<file path="config.mk">
export PLATFORM = sky130hd
export DESIGN_NAME = rnc_ctrl
export DESIGN_NICKNAME = d
export VERILOG_FILES = /design/src/common/rnc_pkg.sv /design/src/hdl/rnc_ctrl.sv
export VERILOG_INCLUDE_DIRS = /design/src /design/src/common
export SDC_FILE = /design/constraint.sdc
export NUM_CORES = 1
export LEC_CHECK = 0
export ABC_CLOCK_PERIOD_IN_PS = 3500
export BUFFER_PORTS_ARGS = -buffer_cell sky130_fd_sc_hd__buf_2
export CORE_MARGIN = 3
export CORE_UTILIZATION = 49
export CTS_CLUSTER_DIAMETER = 150
export CTS_CLUSTER_SIZE = 28
export DETAILED_ROUTE_END_ITERATION = 10
export GPL_TIMING_DRIVEN = 0
export PLACE_DENSITY_LB_ADDON = 0.15
export SETUP_SLACK_MARGIN = 0.15
export SYNTH_ARGS = -nofsm -noshare
export SYNTH_HDL_FRONTEND = slang
export SYNTH_SLANG_ARGS = --single-unit
</file>
<file path="constraint.sdc">
create_clock -name i_ref_clk -period 3.5 [get_ports i_ref_clk]
set_input_delay 0.35 -clock i_ref_clk [delete_from_list [all_inputs] [get_ports i_ref_clk]]
set_output_delay 0.35 -clock i_ref_clk [all_outputs]
set_load 0.02 [all_outputs]
</file>
<file path="src/common/rnc_consts.svh">
// register offsets, field positions, reset values and timing for rnc
`ifndef RNC_CONSTS_SVH
`define RNC_CONSTS_SVH
`define RNC_OFF_BOR_CTL   6'h00
`define RNC_OFF_CAUSE     6'h01
`define RNC_OFF_SRST0     6'h02
`define RNC_OFF_SRST1     6'h03
`define RNC_OFF_SRST2     6'h04
`define RNC_OFF_APP_CTL   6'h05
`define RNC_OFF_INT_CTL   6'h06
`define RNC_OFF_OSC_CTL   6'h07
`define RNC_OFF_STATUS    6'h08
`define RNC_OFF_WD_BASE   6'h0C
`define RNC_WD_LOAD       2'h0
`define RNC_WD_CTL        2'h1
`define RNC_WD_ICLR       2'h2
`define RNC_WD_VALUE      2'h3
`define RNC_BIT_BOR_ACT   1
`define RNC_BIT_VECT      0
`define RNC_BIT_SYSREQ    2
`define RNC_BIT_NMI_SET   31
`define RNC_BIT_OSC_VER   0
`define RNC_BIT_WD_INTEN  0
`define RNC_BIT_WD_RESEN  1
`define RNC_C_EXT         0
`define RNC_C_POR         1
`define RNC_C_BOR         2
`define RNC_C_WD0         3
`define RNC_C_SW          4
`define RNC_C_WD1         5
`define RNC_C_OSC         16
`define RNC_S_NMI_PIN     0
`define RNC_S_OSC_NMI     1
`define RNC_S_BOR_INT     2
`define RNC_RST_BOR_CTL   32'h00000000
`define RNC_RST_CAUSE     32'h00000002
`define RNC_RST_WD_LOAD   32'hFFFFFFFF
`define RNC_CLK_KHZ       10000
`define RNC_BOR_HOLD_US   500
`define RNC_BOR_HOLD_CYC  ((`RNC_BOR_HOLD_US * `RNC_CLK_KHZ) / 1000)
`endif

</file>
<file path="src/common/rnc_pkg.sv">
// types shared by the reset and nmi control block
package rnc_pkg;
  typedef enum logic [1:0] {
    BOOT_SP,
    BOOT_PC,
    BOOT_INSN,
    BOOT_RUN
  } rnc_boot_t;
  typedef struct packed {
    logic core_n;
    logic sys_n;
    logic dbg_n;
  } rnc_rst_t;
endpackage

</file>
<file path="src/hdl/rnc_ctrl.sv">
// reset and non-maskable interrupt control with avalon-mm registers
`timescale 1ns/10ps
`default_nettype none
`include "rnc_consts.svh"
// Function
// - brown-out resets system when action select set, else raises interrupt
// - action select resets to interrupt response
// - brown-out during flash program or erase always resets system
// - brown-out flag held 500 us after release, blocking new interrupts, not resets
// - brown-out reset acts like pin reset, held while detector active
// - peripheral reset when its soft reset bit is set then cleared
// - soft reset bit layout matches peripheral clock gating layout
// - system reset request resets whole chip then restarts
// - core-only reset request resets core, not debug or peripherals
// - after reset core fetches stack pointer, counter, instruction, runs
// - two identical watchdogs, system clock and internal oscillator
// - watchdog interrupts on first time-out, resets on second
// - on first time-out watchdog reloads from load register
// - watchdog reset only when enabled and interrupt still uncleared
// - nmi from pin, oscillator verify error, or pend-set bit
// - nmi pin acts only when its locked alternate function enabled
// - nmi pin is active high
// - oscillator verify failure gives power-on reset then nmi
// - oscillator verification runs only while enable bit set
// - cause register records oscillator fail and brown-out
// - cause bits sticky, cleared by zero; power-on keeps only its bit, plus the oscillator bit on verify failure
// - peripheral soft reset resets debug port, not core
module rnc_ctrl #(
  parameter int P_BOR_HOLD_CYC = `RNC_BOR_HOLD_CYC
) (
  input  wire logic        i_ref_clk,
  input  wire logic        i_arst_n,
  input  wire logic        i_clk_en,
  input  wire logic [5:0]  i_address,
  input  wire logic        i_read,
  input  wire logic        i_write,
  input  wire logic [31:0] i_writedata,
  output logic [31:0]      o_readdata,
  output logic             o_waitrequest,
  input  wire logic        i_brownout_event,
  input  wire logic        i_flash_busy,
  input  wire logic        i_ext_rst_n,
  input  wire logic        i_port_b_pin_seven,
  input  wire logic        i_nmi_alt_en,
  input  wire logic        i_main_osc_fail,
  input  wire logic        i_precision_internal_osc_tick,
  output rnc_pkg::rnc_rst_t o_rst,
  output logic [95:0]      o_periph_rst,
  output logic             o_nmi,
  output logic             o_bor_irq,
  output logic [1:0]       o_wdt_irq,
  output rnc_pkg::rnc_boot_t o_boot_step
);

  // ==========================================================
  // input synchronisers
  logic [1:0] bor_s;
  logic [1:0] nmi_s;
  logic [1:0] osc_s;
  logic [1:0] ext_s;
  always_ff @(posedge i_ref_clk or negedge i_arst_n) begin
    if (!i_arst_n) begin
      bor_s <= 2'h0;
      nmi_s <= 2'h0;
      osc_s <= 2'h0;
      ext_s <= 2'h0;
    end else if (i_clk_en) begin
      bor_s <= {bor_s[0], i_brownout_event};
      nmi_s <= {nmi_s[0], i_port_b_pin_seven};
      osc_s <= {osc_s[0], i_main_osc_fail};
      ext_s <= {ext_s[0], ~i_ext_rst_n};
    end
  end
  wire bor_in = bor_s[1];
  wire osc_in = osc_s[1];
  wire ext_in = ext_s[1];
  wire nmi_in = nmi_s[1];

  // ==========================================================
  // bus decode
  function automatic logic hit(input logic [5:0] a, input logic [5:0] o);
    hit = (a == o);
  endfunction
  logic        wait_r;
  wire         acc    = (i_read | i_write) & ~wait_r;
  wire         wr     = i_write & acc;
  wire [31:0]  wd     = i_writedata;
  wire         w_bor  = wr & hit(i_address, `RNC_OFF_BOR_CTL);
  wire         w_cau  = wr & hit(i_address, `RNC_OFF_CAUSE);
  wire         w_app  = wr & hit(i_address, `RNC_OFF_APP_CTL);
  wire         w_int  = wr & hit(i_address, `RNC_OFF_INT_CTL);
  wire         w_osc  = wr & hit(i_address, `RNC_OFF_OSC_CTL);
  wire         w_sta  = wr & hit(i_address, `RNC_OFF_STATUS);

  // ==========================================================
  // control registers
  logic        bor_act_r;
  logic        osc_ver_r;
  logic        nmi_set_r;
  logic [31:0] cause_r;
  logic [31:0] cause_nxt;

  logic [31:0] srst_r [3];
  logic [31:0] srst_p [3];

  logic        bor_flag_r;
  logic        bor_int_r;
  logic        osc_nmi_r;
  logic        osc_p_r;
  logic [15:0] bor_cnt_r;
  logic        por_r;

  // ==========================================================
  // brown-out event and response
  wire bor_new   = bor_in & ~bor_flag_r;
  wire bor_rst   = bor_in & (bor_act_r | i_flash_busy);
  wire bor_irq_e = bor_new & ~bor_act_r & ~i_flash_busy;
  wire osc_fail  = osc_ver_r & osc_in & ~osc_p_r;
  wire clr_bor_int = w_sta & wd[`RNC_S_BOR_INT];
  wire clr_osc_nmi = w_sta & wd[`RNC_S_OSC_NMI];

  // ==========================================================
  // watchdogs
  logic [31:0] wd_load [2];
  logic [31:0] wd_cnt  [2];
  logic [1:0]  wd_ctl  [2];
  logic [1:0]  wd_irq;
  logic [1:0]  wd_rst;

  wire  [1:0]  wd_tick = {i_precision_internal_osc_tick, 1'b1};

  genvar g;
  generate
    for (g = 0; g < 2; g++) begin : g_wd
      wire [5:0] base = `RNC_OFF_WD_BASE + 6'(4 * g);
      wire sel = wr & (i_address[5:2] == base[5:2]);
      wire w_ld = sel & (i_address[1:0] == `RNC_WD_LOAD);
      wire w_ct = sel & (i_address[1:0] == `RNC_WD_CTL);
      wire w_ic = sel & (i_address[1:0] == `RNC_WD_ICLR);
      wire run  = wd_ctl[g][`RNC_BIT_WD_INTEN] & wd_tick[g];
      wire zero = run & (wd_cnt[g] == 32'h00000000);

      always_ff @(posedge i_ref_clk or negedge i_arst_n) begin
        if (!i_arst_n) begin
          wd_load[g] <= `RNC_RST_WD_LOAD;
          wd_cnt[g]  <= `RNC_RST_WD_LOAD;
          wd_ctl[g]  <= 2'h0;
          wd_irq[g]  <= 1'b0;
          wd_rst[g]  <= 1'b0;
        end else if (i_clk_en) begin
          wd_rst[g] <= zero & wd_irq[g]
                       & wd_ctl[g][`RNC_BIT_WD_RESEN];
          if (w_ld) begin
            wd_load[g] <= wd;
            wd_cnt[g]  <= wd;
          end else if (zero) begin
            wd_cnt[g] <= wd_load[g];
          end else if (run) begin
            wd_cnt[g] <= wd_cnt[g] - 32'h00000001;
          end
          if (w_ct) begin
            wd_ctl[g] <= wd[1:0] | wd_ctl[g];
          end
          if (zero) begin
            wd_irq[g] <= 1'b1;
          end else if (w_ic) begin
            wd_irq[g] <= 1'b0;
          end
        end
      end
    end
  endgenerate

  // ==========================================================
  // peripheral soft reset, one pulse per set-then-cleared bit
  logic [95:0] prst_nxt;
  generate
    for (g = 0; g < 3; g++) begin : g_sr
      wire w_sr = wr & hit(i_address, `RNC_OFF_SRST0 + 6'(g));
      assign prst_nxt[32*g +: 32] = srst_p[g] & ~srst_r[g];
      always_ff @(posedge i_ref_clk or negedge i_arst_n) begin
        if (!i_arst_n) begin
          srst_r[g] <= 32'h00000000;
          srst_p[g] <= 32'h00000000;
        end else if (i_clk_en) begin
          srst_p[g] <= srst_r[g];
          if (w_sr) begin
            srst_r[g] <= wd;
          end
        end
      end
    end
  endgenerate
  wire prst_any = |prst_nxt;

  // ==========================================================
  // reset combining
  wire sysreq = w_app & wd[`RNC_BIT_SYSREQ];
  wire vect   = w_app & wd[`RNC_BIT_VECT];
  wire sys_req = bor_rst | ext_in | sysreq | (|wd_rst)
               | osc_fail | por_r;
  wire core_req = sys_req | vect;
  wire dbg_req  = sys_req | prst_any;

  // ==========================================================
  // cause register: writes of zero clear, events win
  wire [31:0] cause_set = ({31'h0, ext_in} << `RNC_C_EXT)
    | ({31'h0, bor_rst} << `RNC_C_BOR)
    | ({31'h0, wd_rst[0]} << `RNC_C_WD0)
    | ({31'h0, wd_rst[1]} << `RNC_C_WD1)
    | ({31'h0, sysreq} << `RNC_C_SW);

  wire [31:0] cause_keep = w_cau ? (cause_r & wd) : cause_r;
  wire [31:0] cause_por = (32'h1 << `RNC_C_POR)
    | (32'h1 << `RNC_C_OSC);
  assign cause_nxt = osc_fail ? cause_por
                   : (cause_keep | cause_set);

  always_ff @(posedge i_ref_clk or negedge i_arst_n) begin
    if (!i_arst_n) begin
      bor_act_r <= 1'(`RNC_RST_BOR_CTL >> `RNC_BIT_BOR_ACT);
      osc_ver_r <= 1'b0;
      nmi_set_r <= 1'b0;
      cause_r   <= `RNC_RST_CAUSE;
      osc_p_r   <= 1'b0;
      por_r     <= 1'b1;
    end else if (i_clk_en) begin
      por_r   <= 1'b0;
      osc_p_r <= osc_in;
      cause_r <= cause_nxt;
      if (w_bor) begin
        bor_act_r <= wd[`RNC_BIT_BOR_ACT];
      end
      if (w_osc) begin
        osc_ver_r <= wd[`RNC_BIT_OSC_VER];
      end
      if (w_int) begin
        nmi_set_r <= wd[`RNC_BIT_NMI_SET];
      end
    end
  end

  // ==========================================================
  // brown-out condition flag and hold counter
  always_ff @(posedge i_ref_clk or negedge i_arst_n) begin
    if (!i_arst_n) begin
      bor_flag_r <= 1'b0;
      bor_cnt_r  <= 16'h0000;
      bor_int_r  <= 1'b0;
      osc_nmi_r  <= 1'b0;
    end else if (i_clk_en) begin
      if (bor_in) begin
        bor_flag_r <= 1'b1;
        bor_cnt_r  <= 16'(P_BOR_HOLD_CYC);
      end else if (bor_cnt_r != 16'h0000) begin
        bor_cnt_r <= bor_cnt_r - 16'h0001;
      end else begin
        bor_flag_r <= 1'b0;
      end
      if (bor_irq_e) begin
        bor_int_r <= 1'b1;
      end else if (clr_bor_int) begin
        bor_int_r <= 1'b0;
      end
      if (osc_fail) begin
        osc_nmi_r <= 1'b1;
      end else if (clr_osc_nmi) begin
        osc_nmi_r <= 1'b0;
      end
    end
  end

  // ==========================================================
  // reset outputs: asynchronous on power-up, released on the clock
  logic [1:0] core_q;
  logic [1:0] sys_q;
  logic [1:0] dbg_q;
  always_ff @(posedge i_ref_clk or negedge i_arst_n) begin
    if (!i_arst_n) begin
      core_q <= 2'h0;
      sys_q  <= 2'h0;
      dbg_q  <= 2'h0;
    end else if (i_clk_en) begin
      core_q <= {core_q[0], ~core_req};
      sys_q  <= {sys_q[0], ~sys_req};
      dbg_q  <= {dbg_q[0], ~dbg_req};
    end
  end

  // ==========================================================
  // boot fetch sequence after core release
  rnc_pkg::rnc_boot_t boot_r;
  rnc_pkg::rnc_boot_t boot_nxt;

  always_comb begin
    boot_nxt = boot_r;
    case (boot_r)
      rnc_pkg::BOOT_SP:   boot_nxt = rnc_pkg::BOOT_PC;
      rnc_pkg::BOOT_PC:   boot_nxt = rnc_pkg::BOOT_INSN;
      rnc_pkg::BOOT_INSN: boot_nxt = rnc_pkg::BOOT_RUN;
      rnc_pkg::BOOT_RUN:  boot_nxt = rnc_pkg::BOOT_RUN;
      default:            boot_nxt = rnc_pkg::BOOT_SP;
    endcase
    if (!core_q[1]) begin
      boot_nxt = rnc_pkg::BOOT_SP;
    end
  end

  // ==========================================================
  // nmi and readback
  wire nmi_pin = nmi_in & i_nmi_alt_en;
  wire nmi_nxt = nmi_pin | osc_nmi_r | nmi_set_r;
  wire [31:0] status = ({31'h0, nmi_pin} << `RNC_S_NMI_PIN)
    | ({31'h0, osc_nmi_r} << `RNC_S_OSC_NMI)
    | ({31'h0, bor_int_r} << `RNC_S_BOR_INT);

  wire       wi   = i_address[4];
  wire       in_wd = i_address >= `RNC_OFF_WD_BASE
                   && i_address < `RNC_OFF_WD_BASE + 6'h08;

  wire [31:0] wd_rd =
    (i_address[1:0] == `RNC_WD_LOAD)  ? wd_load[wi] :
    (i_address[1:0] == `RNC_WD_CTL)   ? {30'h0, wd_ctl[wi]} :
    (i_address[1:0] == `RNC_WD_ICLR)  ? {31'h0, wd_irq[wi]} :
                                        wd_cnt[wi];

  wire [31:0] rd_mux =
    in_wd ? wd_rd :
    hit(i_address, `RNC_OFF_BOR_CTL) ? {30'h0, bor_act_r, 1'b0} :
    hit(i_address, `RNC_OFF_CAUSE)   ? cause_r :
    hit(i_address, `RNC_OFF_SRST0)   ? srst_r[0] :
    hit(i_address, `RNC_OFF_SRST1)   ? srst_r[1] :
    hit(i_address, `RNC_OFF_SRST2)   ? srst_r[2] :
    hit(i_address, `RNC_OFF_INT_CTL) ? {nmi_set_r, 31'h0} :
    hit(i_address, `RNC_OFF_OSC_CTL) ? {31'h0, osc_ver_r} :
    hit(i_address, `RNC_OFF_STATUS)  ? status :
                                       32'h00000000;

  // ==========================================================
  // registered outputs and bus handshake
  always_ff @(posedge i_ref_clk or negedge i_arst_n) begin
    if (!i_arst_n) begin
      wait_r       <= 1'b1;
      o_readdata   <= 32'h00000000;
      o_rst        <= '0;
      o_periph_rst <= '0;
      o_nmi        <= 1'b0;
      o_bor_irq    <= 1'b0;
      o_wdt_irq    <= 2'h0;
      o_boot_step  <= rnc_pkg::BOOT_SP;
      boot_r       <= rnc_pkg::BOOT_SP;
    end else if (i_clk_en) begin
      wait_r       <= ~((i_read | i_write) & wait_r);
      o_readdata   <= rd_mux;
      o_rst.core_n <= core_q[1];
      o_rst.sys_n  <= sys_q[1];
      o_rst.dbg_n  <= dbg_q[1];
      o_periph_rst <= prst_nxt | {96{~sys_q[1]}};
      o_nmi        <= nmi_nxt;
      o_bor_irq    <= bor_int_r;
      o_wdt_irq    <= wd_irq;
      boot_r       <= boot_nxt;
      o_boot_step  <= boot_nxt;
    end
  end
  assign o_waitrequest = wait_r;

endmodule
`default_nettype wire

</file>
==> results of run 1 <==
## cell families after synthesis
| kind of cell | count (synthesis) |
|---|---|
| multiplexers | 280 |
| adder cells (fa/ha/maj) | 4 |
| buffers and inverters | 172 |
| AND/OR/NAND/NOR | 804 |
| AO/OA/AOI/OAI | 536 |
| flip-flops | 536 |
| XOR/XNOR | 47 |
## registers in the layout, indices dropped and copies added (netlist names), 3 cells and up
name	count
srst_r	96
wd_ctl	3
cause_r	32
bor_cnt_r	16
o_periph_rst	96
o_readdata	32
wd_load	64
wd_cnt	64
srst_p	96
o_rst	3
## routing by layer
layer	track usage (%)	share of wire (%)	wire length, um	up-vias
met5	0	0	0	-
met2	48.59	43	39480	998
met3	6.232	8.7	7921	172
met4	12.80	4.5	4108	0
li1	-	-	-	8981
met1	48.23	43	39480	10633
## cell usage after synthesis, types with 13 or more instances
library cell	n
sky130_fd_sc_hd__inv_1	17
sky130_fd_sc_hd__o22a_1	96
sky130_fd_sc_hd__or3_1	27
sky130_fd_sc_hd__mux2_2	211
sky130_fd_sc_hd__nor3_1	47
sky130_fd_sc_hd__nand3_1	32
sky130_fd_sc_hd__buf_1	15
sky130_fd_sc_hd__o211ai_1	14
sky130_fd_sc_hd__a21boi_0	26
sky130_fd_sc_hd__mux2i_1	66
sky130_fd_sc_hd__nand2_1	333
sky130_fd_sc_hd__clkbuf_1	136
sky130_fd_sc_hd__a21oi_1	54
sky130_fd_sc_hd__nor2_1	115
sky130_fd_sc_hd__dfstp_2	131
sky130_fd_sc_hd__a31oi_1	29
sky130_fd_sc_hd__a22oi_1	47
sky130_fd_sc_hd__xor2_1	17
sky130_fd_sc_hd__nand4_1	13
sky130_fd_sc_hd__o22ai_1	44
sky130_fd_sc_hd__nand2b_1	32
sky130_fd_sc_hd__dfrtp_1	405
sky130_fd_sc_hd__xnor2_1	30
sky130_fd_sc_hd__o21ai_0	160
sky130_fd_sc_hd__nor2b_1	100
sky130_fd_sc_hd__nor4_1	48
## through the flow
stage / util (%) / total power (W) / hold slack (ns) / setup TNS (ns)
6_report: 55.34 / 0.01429 / 0.03653 / 0
5_1_grt: 55.33 / 0.01489 / 0.02147 / 0
4_1_cts: 55.24 / 0.01427 / 0.01412 / 0
3_5_place_dp: 53.76 / 0.01097 / 0.4470 / -22.04
3_3_place_gp: 53.52 / 0.01086 / 0.4462 / -4254.39
2_1_floorplan: - / 0.009637 / 0.05441 / 0
## area by class of cell
class / instances / area [um2]
Tap cell: 672 / 840.8
Inverter: 17 / 63.81
Fill cell: 4455 / 22590
Clock buffer: 40 / 639.4
Timing Repair Buffer: 198 / 1134
Buffer: 155 / 608.1
Antenna cell: 3 / 7.507
Sequential cell: 536 / 13580
Clock inverter: 1 / 30.03
Multi-Input combinational cell: 1671 / 11090
## how the worst max path moves through the flow
stage / endpoint / cells past startpoint / from / slack [ns]
finish: wd_cnt[58] / 8 / o_waitrequest / 0.04
global route: wd_cnt[58] / 8 / o_waitrequest / 0.06
CTS: srst_r[70] / 8 / o_waitrequest / 0.15
detailed placement: cause_r[26] / 7 / i_address[4] / -0.32
global placement: srst_p[46] / 1 / i_arst_n / -8.83
floorplan: wd_cnt[25] / 8 / wd_cnt[15] / 0.84
## worst register-to-register path, cell delays in order (launching register included)
cell	delay (ns)
sky130_fd_sc_hd__dfstp_2	0.58
sky130_fd_sc_hd__nor2b_1	0.05
sky130_fd_sc_hd__clkbuf_1	0.21
sky130_fd_sc_hd__and4_1	0.24
sky130_fd_sc_hd__clkbuf_1	0.38
sky130_fd_sc_hd__o21ai_2	0.72
sky130_fd_sc_hd__buf_1	0.83
sky130_fd_sc_hd__o21ai_0	0.22
sky130_fd_sc_hd__o211ai_1	0.15
## power by group through the flow
stage / clock network (W) / logic, W / registers (W)
2_1_floorplan: 0 / 0.00171 / 0.00792
3_3_place_gp: 0 / 0.00307 / 0.00779
3_5_place_dp: 0 / 0.00315 / 0.00782
4_1_cts: 0.00340 / 0.00317 / 0.00771
5_1_grt: 0.00360 / 0.00347 / 0.00782
6_report: 0.00335 / 0.00320 / 0.00774
## what timing repair did
item,in CTS,in global routing
pin swaps,1,1
resized for setup,3,9
hold endpoints to repair,48,0
setup endpoints to repair,40,97
buffers inserted,1,4
hold buffers,6,0
==> summary.md, run 1 <==
| Metric | Value |
|---|---|
| Average size of a mapped cell | 10.64 um2 |
| Finished Cell Area | 27990 um2 |
| Post-detailed-route wirelength per cell | 27.63 um |
| Standby leakage power | around 12 nW |
| Mux cell area share after synthesis | 12.26% |
| Hold Crit Start | i_writedata[13] |
| Path class of the lowest-slack min-delay path | primary input to register |
| Cell count of the worst hold path | 3 |
| Antenna violation net count after detailed routing | 0 |
| Maximum number of pins on one net before global-route repair | 125 |
| Die Outline Area | 54420 um2 |
| Die H | 233.3 um |
| Number of global-route vias before repair | approximately 20k |
| Slew at the pin closest to its max-slew limit | around 1.4 ns |
| Fraction of layout cells with a size suffix above 1 | 22.61% |
| Largest fanout of any net on the critical path | 10 |
| Wire length of the first global-routing pass | 133200 um |
| Post-synthesis xor/xnor area fraction | 1.626% |
| Number of buffer cells added on primary ports | 183 |
| Net switching share of the total power | 33.34% |
| Place WS | -0.3215 ns |
| Post-synth EDFFs | 0 |
| Total iterations of the first detailed-routing run | 5 |
| Relative max-transition margin | a little under a tenth |
| Data arrival time of the critical path | 3.98 ns |
| Starting density of the core | about half |
| H-tree levels | 1 |
| Clk_lat worst skew | around 0.60 ns |
| Boundary pin count | 188 |
| Cell area after placement | 27190 um2 |
| Part of the power in registers | 54.1% |
| Cell total after placement | approximately 3.2k |
| Unique masters post-synth | 73 |
| Number of warnings reported in the yosys synthesis log | 0 |
| Cell taking the most area after synthesis | sky130_fd_sc_hd__dfrtp_1 |
| Logic gate share of total power | 22.4% |
| Global Route Usage Sum | 32.97% |
| Number of DRC markers in iteration 0 | 2224 |
| FF+latch count, synth | 536 |
| Final setup skew | 0.04546 ns |
| Max-slew violation count | 0 |
| Die width | 233.3 um |
| Area fraction of the dominant cell type after synthesis | about two fifths |
| Data required time of the critical path | approximately 4.0 ns |
| DRC Markers | 0 |
| Hold endpoint | wd_load[13] |
| Post-DP HPWL | 67610 um |
| Highest-count cells in the layout ignoring fill and taps | 405 x sky130_fd_sc_hd__dfrtp_1, 333 x sky130_fd_sc_hd__nand2_1, 211 x sky130_fd_sc_hd__mux2_2 |
| Global placer's final weighted congestion | ~0.97 |
| Via count | 20.78k |
| Post-layout worst setup margin | ~0.045 ns |
| Library cell used as clock root buffer | sky130_fd_sc_hd__clkbuf_16 |
| Compound-cell area share of the yosys netlist | 14.22% |
| Clock slew at reported path FFs | ~0.12 ns |
| Simple-gate area share of the yosys netlist | 15.42% |
| Floorplan row count | 82 |
| Gate Count Post-Synth | 2379 |
| Cell repeated most along the worst path | sky130_fd_sc_hd__clkbuf_1 |
| Number of cells traversed by the worst register-to-register path | 8 |
| Adder and majority gate portion of the synthesized area | 0.1977% |
| Most common cell after layout, fill and taps aside | sky130_fd_sc_hd__dfrtp_1 |
| Category of the most critical setup path | register to register |
| Unrepaired setup endpoints after global routing | true |
| Post-synthesis sequential area ratio | 53.63% |
| P_sw | 0.004764 W |
| Deepest clock path buffer count | 3 |
| Number of endpoints with negative hold slack in the final report | 0 |
| Placeable core region | 50580 um2 |
| Antenna violations before repair | 4 |
| Reg2reg start | o_waitrequest |
| Clock buffer count from CTS | 23 |
| Kind of launch point of the worst setup path | register |
| Post-synthesis net count | 2433 |
| Endpoint of the worst register-to-register path | wd_cnt[58] |
| List of cells traversed by the critical path | nor2b_1 > clkbuf_1 > and4_1 > clkbuf_1 > o21ai_2 > buf_1 > o21ai_0 > o211ai_1 |
| Final non-filler cell total | 3293 |
| Primary flip-flop cell chosen by synthesis mapping | sky130_fd_sc_hd__dfrtp_1 |
| Critical Path End Type | register |
| Dominant combinational cell family by area after synthesis | simple AND/OR/NAND/NOR gates |
| Worst ir drop on vdd | around 0.00034 V |
| CP Buf/Inv Count | 3 |
| Clock tree from TritonCTS | built |
| Sink Count | 536 |
| Cell Area, Synth | around 25000 um2 |
| Power per cell area | slightly above 500 nW/um2 |
| Vias per cell | 6.312 |
| FF-to-FF setup slack | 0.04 ns |
| Area contributors post-synth | sky130_fd_sc_hd__dfrtp_1 40%, sky130_fd_sc_hd__dfstp_2 14%, sky130_fd_sc_hd__mux2_2 9.4%, sky130_fd_sc_hd__nand2_1 4.9%, sky130_fd_sc_hd__o22a_1 3.3% |
| Slowest cell on the critical path | sky130_fd_sc_hd__buf_1 |
| Maximum frequency from static timing analysis | 289.4 MHz |
| Endpoints failing setup | 0 |
| Synth async-reset ratio | between 90% and 100% |
| WL final | ~91000 um |
| Crit path time final | 3.455 ns |
| Area added between synthesis and finish | 10.58% |
| Clock network power share | a little under a quarter |
| Largest incremental delay on the critical path | 0.82 ns |
| Total congestion overflow after global routing | 0 |
| Result of the run | complete, no violations |
| Max-cap viol count | 0 |
| Worst path top cell family by delay | buffers and inverters |
| Internal power | 0.009527 W |
| Number of nets in the layout | approximately 2.7k |
| Final Cycle Share | 98.72% |
No activity file was read; power rests on OpenSTA's default activity.
==> run 2, diff against run 1 <==
==> constraint.sdc (replaced) <==
create_clock -name i_ref_clk -period 3.5 [get_ports i_ref_clk]
set_input_delay 0.175 -clock i_ref_clk [delete_from_list [all_inputs] [get_ports i_ref_clk]]
set_output_delay 0.175 -clock i_ref_clk [all_outputs]
set_load 0.02 [all_outputs]
==> run 2 against run 1 <==
Net effect:
- the run now ends with max-capacitance violations left
- clock-buffer cell count is the same
- combinational power up 2%
- final cell count rose by 1.1%
- largest cell class unchanged
- highest routed layer unchanged
==> summary.md, run 2 (synthesized netlist as in run 1, its figures left out) <==
| Metric | Value |
|---|---|
| Clock buffer count from CTS | 23 (unchanged) |
| Die H | 233.3 um (unchanged) |
| Final hold slack | 0.07208 ns (was 0.03653 ns) |
| Number of global-route vias before repair | 20.30k (was 20.13k) |
| Relative max-transition margin | 1.974% (was 9.225%) |
| Most common cell after layout, fill and taps aside | sky130_fd_sc_hd__dfrtp_1 (unchanged) |
| Sink Count | 536 (unchanged) |
| Maximum frequency from static timing analysis | 295.1 MHz (was 289.4 MHz) |
| Worst ir drop on vdd | 0.0003413 V (was 0.0003396 V) |
| Antenna violation net count after detailed routing | 0 (unchanged) |
| Endpoint of the worst register-to-register path | wd_cnt[58] (unchanged) |
| Starting density of the core | 50.05% (unchanged) |
| Reg2reg start | o_waitrequest (unchanged) |
| Hold endpoint | g_wd[0].run (was wd_load[13]) |
| Crit path time final | 3.388 ns (was 3.455 ns) |
| Kind of launch point of the worst setup path | register (unchanged) |
| Library cell used as clock root buffer | sky130_fd_sc_hd__clkbuf_16 (unchanged) |
| Clk_lat worst skew | 0.60 ns (about the same) |
| Boundary pin count | 188 (unchanged) |
| Total iterations of the first detailed-routing run | 8 (was 5) |
| Clock network power share | 23.4% (about the same) |
| Max-cap viol count | 1 (was 0) |
| Path class of the lowest-slack min-delay path | primary input to register (unchanged) |
| Result of the run | complete, but fails checks (was complete, no violations) |
| Floorplan row count | 82 (unchanged) |
| P_sw | 0.004781 W (was 0.004764 W) |
| H-tree levels | 1 (unchanged) |
| Maximum number of pins on one net before global-route repair | 125 (unchanged) |
| Wire length of the first global-routing pass | 133700 um (was 133200 um) |
| Net switching share of the total power | 33.35% (was 33.34%) |
| Global placer's final weighted congestion | 0.9664 (unchanged) |
| Data required time of the critical path | 4.02 ns (about the same) |
| Post-DP HPWL | 67610 um (unchanged) |
| Final Cycle Share | 96.81% (was 98.72%) |
| Placeable core region | 50580 um2 (unchanged) |
| Critical Path End Type | register (unchanged) |
| Clock tree from TritonCTS | built (unchanged) |
| Total negative slack | 0 ns (unchanged) |
| Number of nets in the layout | 2691 (was 2656) |
| Total congestion overflow after global routing | 0 (unchanged) |
| Via count | 20.96k (was 20.78k) |
| Final setup skew | 0.04699 ns (was 0.04546 ns) |
| Power per cell area | 505.9 nW/um2 (was 510.5 nW/um2) |
| Top flop regs | o_periph_rst: 96 flops, srst_p: 96 flops, srst_r: 96 flops (unchanged) |
| Internal power | 0.009554 W (was 0.009527 W) |
| Clock slew at reported path FFs | 0.12 ns (about the same) |
| DRC Markers | 0 (unchanged) |
| Number of DRC markers in iteration 0 | 2200 (was 2224) |
| Hold Crit Start | i_address[2] (was i_writedata[13]) |
| Data arrival time of the critical path | 3.91 ns (was 3.98 ns) |
| Violated checks | max-capacitance violations |
| Number of endpoints with negative hold slack in the final report | 0 (unchanged) |
| Largest fanout of any net on the critical path | 10 (unchanged) |
| Standby leakage power | 12.38 nW (was 12.23 nW) |
| Die width | 233.3 um (unchanged) |
| Post-detailed-route wirelength per cell | 27.45 um (was 27.63 um) |
| Area added between synthesis and finish | 11.95% (was 10.58%) |
| Unrepaired setup endpoints after global routing | true (unchanged) |
| Endpoints failing setup | 0 (unchanged) |
| Global Route Usage Sum | 33.07% (was 32.97%) |
| Logic gate share of total power | 22.7% (was 22.4%) |
| Category of the most critical setup path | register to register (unchanged) |
| Part of the power in registers | 54.0% (was 54.1%) |
| Cell count of the worst hold path | 3 (unchanged) |
| Post-Route Utilization | 56.03% (was 55.34%) |
| Number of cells traversed by the worst register-to-register path | 8 (unchanged) |
| Die Outline Area | 54420 um2 (unchanged) |
| Number of buffer cells added on primary ports | 183 (unchanged) |
| Highest-count cells in the layout ignoring fill and taps | 405 x sky130_fd_sc_hd__dfrtp_1, 333 x sky130_fd_sc_hd__nand2_1, 211 x sky130_fd_sc_hd__mux2_2 (unchanged) |
| FF-to-FF setup slack | 0.11 ns (was 0.04 ns) |
| Vias per cell | 6.297 (was 6.312) |
| Antenna violations before repair | 4 (unchanged) |
| Max-slew violation count | 0 (unchanged) |
| Deepest clock path buffer count | 3 (unchanged) |
| Fraction of layout cells with a size suffix above 1 | 22.31% (was 22.61%) |
| Slew at the pin closest to its max-slew limit | 1.459 ns (was 1.351 ns) |
| WL final | 91370 um (was 90990 um) |
==> run 2: changes by cell type in the layout (fill, tap and decap cells not counted), sizes merged <==
cell,before,now
clkbuf,174,173
buf,213,214
dlygate4sd3,6,41
==> run 2: repair_timing <==
| item | in CTS | in global routing |
|---|---|---|
| gates resized for setup | 3 | 11 |
| pin swaps | 1 | 1 |
| gates cloned | 0 | 0 |
| hold buffers | 41 | 0 |
| setup endpoints to repair | 40 | 78 |
| hold endpoints to repair | 172 | 0 |
| buffers inserted | 1 | 4 |
==> run 2: worst max-delay path, stage by stage, from the launching register on <==
cell and delay, ns:
sky130_fd_sc_hd__dfstp_2 0.58, sky130_fd_sc_hd__nor2b_1 0.05, sky130_fd_sc_hd__clkbuf_1 0.21, sky130_fd_sc_hd__and4_1 0.24
sky130_fd_sc_hd__clkbuf_1 0.38, sky130_fd_sc_hd__o21ai_2 0.70, sky130_fd_sc_hd__buf_1 0.77, sky130_fd_sc_hd__o21ai_0 0.21
sky130_fd_sc_hd__o211ai_1 0.15
==> run 2: cell type report <==
type	count	area, um2
multi-input cells	1671	11090
flip-flops and latches	536	13580
plain buffers	155	609.3
fillers	4426	22240
clock buffers	40	639.4
well taps	672	840.8
inverters	17	63.81
diodes	3	7.507
repair buffers	233	1484
clock inverters	1	30.03
==> run 2: metal layers <==
metal | share of wire [%] | up-vias | track usage (%) | routed length [um]
met4 | 4.4 | 0 | 12.68 | 4007
met2 | 43 | 1042 | 49.00 | 39650
met5 | 0 | - | 0 | 0
met1 | 43 | 10703 | 48.25 | 39590
met3 | 8.9 | 156 | 6.195 | 8127
li1 | - | 9055 | - | -
==> run 2: worst max-delay path by stage <==
stage	start	end	depth (start not counted)	slack [ns]
floorplan	wd_cnt[15]	wd_cnt[25]	8	0.84
global placement	i_arst_n	srst_p[46]	1	-8.66
detailed placement	i_address[4]	cause_r[26]	7	-0.15
CTS	o_waitrequest	srst_r[70]	8	0.15
global route	o_waitrequest	wd_cnt[58]	8	0.06
finish	o_waitrequest	wd_cnt[58]	8	0.11
==> run 2: metrics by stage <==
| stage | total power (W) | cells | setup WS (ns) | cell area, um2 |
|---|---|---|---|---|
| after CTS | 0.01430 | 3321 | 0.1545 | 28290 |
| after global placement | 0.01086 | 3234 | -8.660 | 27070 |
| after detailed placement | 0.01097 | 3238 | -0.1465 | 27190 |
| final | 0.01434 | 3328 | 0.1117 | 28340 |
| after floorplan | 0.009637 | 2379 | 0.8384 | 25310 |
| after global routing | 0.01492 | 3325 | 0.06104 | 28330 |
==> run 2: power by group through the flow <==
| stage | logic, W | clock network, W | registers [W] |
|---|---|---|---|
| after floorplan | 0.00171 | 0 | 0.00792 |
| after global placement | 0.00307 | 0 | 0.00779 |
| after detailed placement | 0.00315 | 0 | 0.00782 |
| after CTS | 0.00320 | 0.00340 | 0.00771 |
| after global routing | 0.00350 | 0.00360 | 0.00782 |
| final | 0.00325 | 0.00335 | 0.00773 |
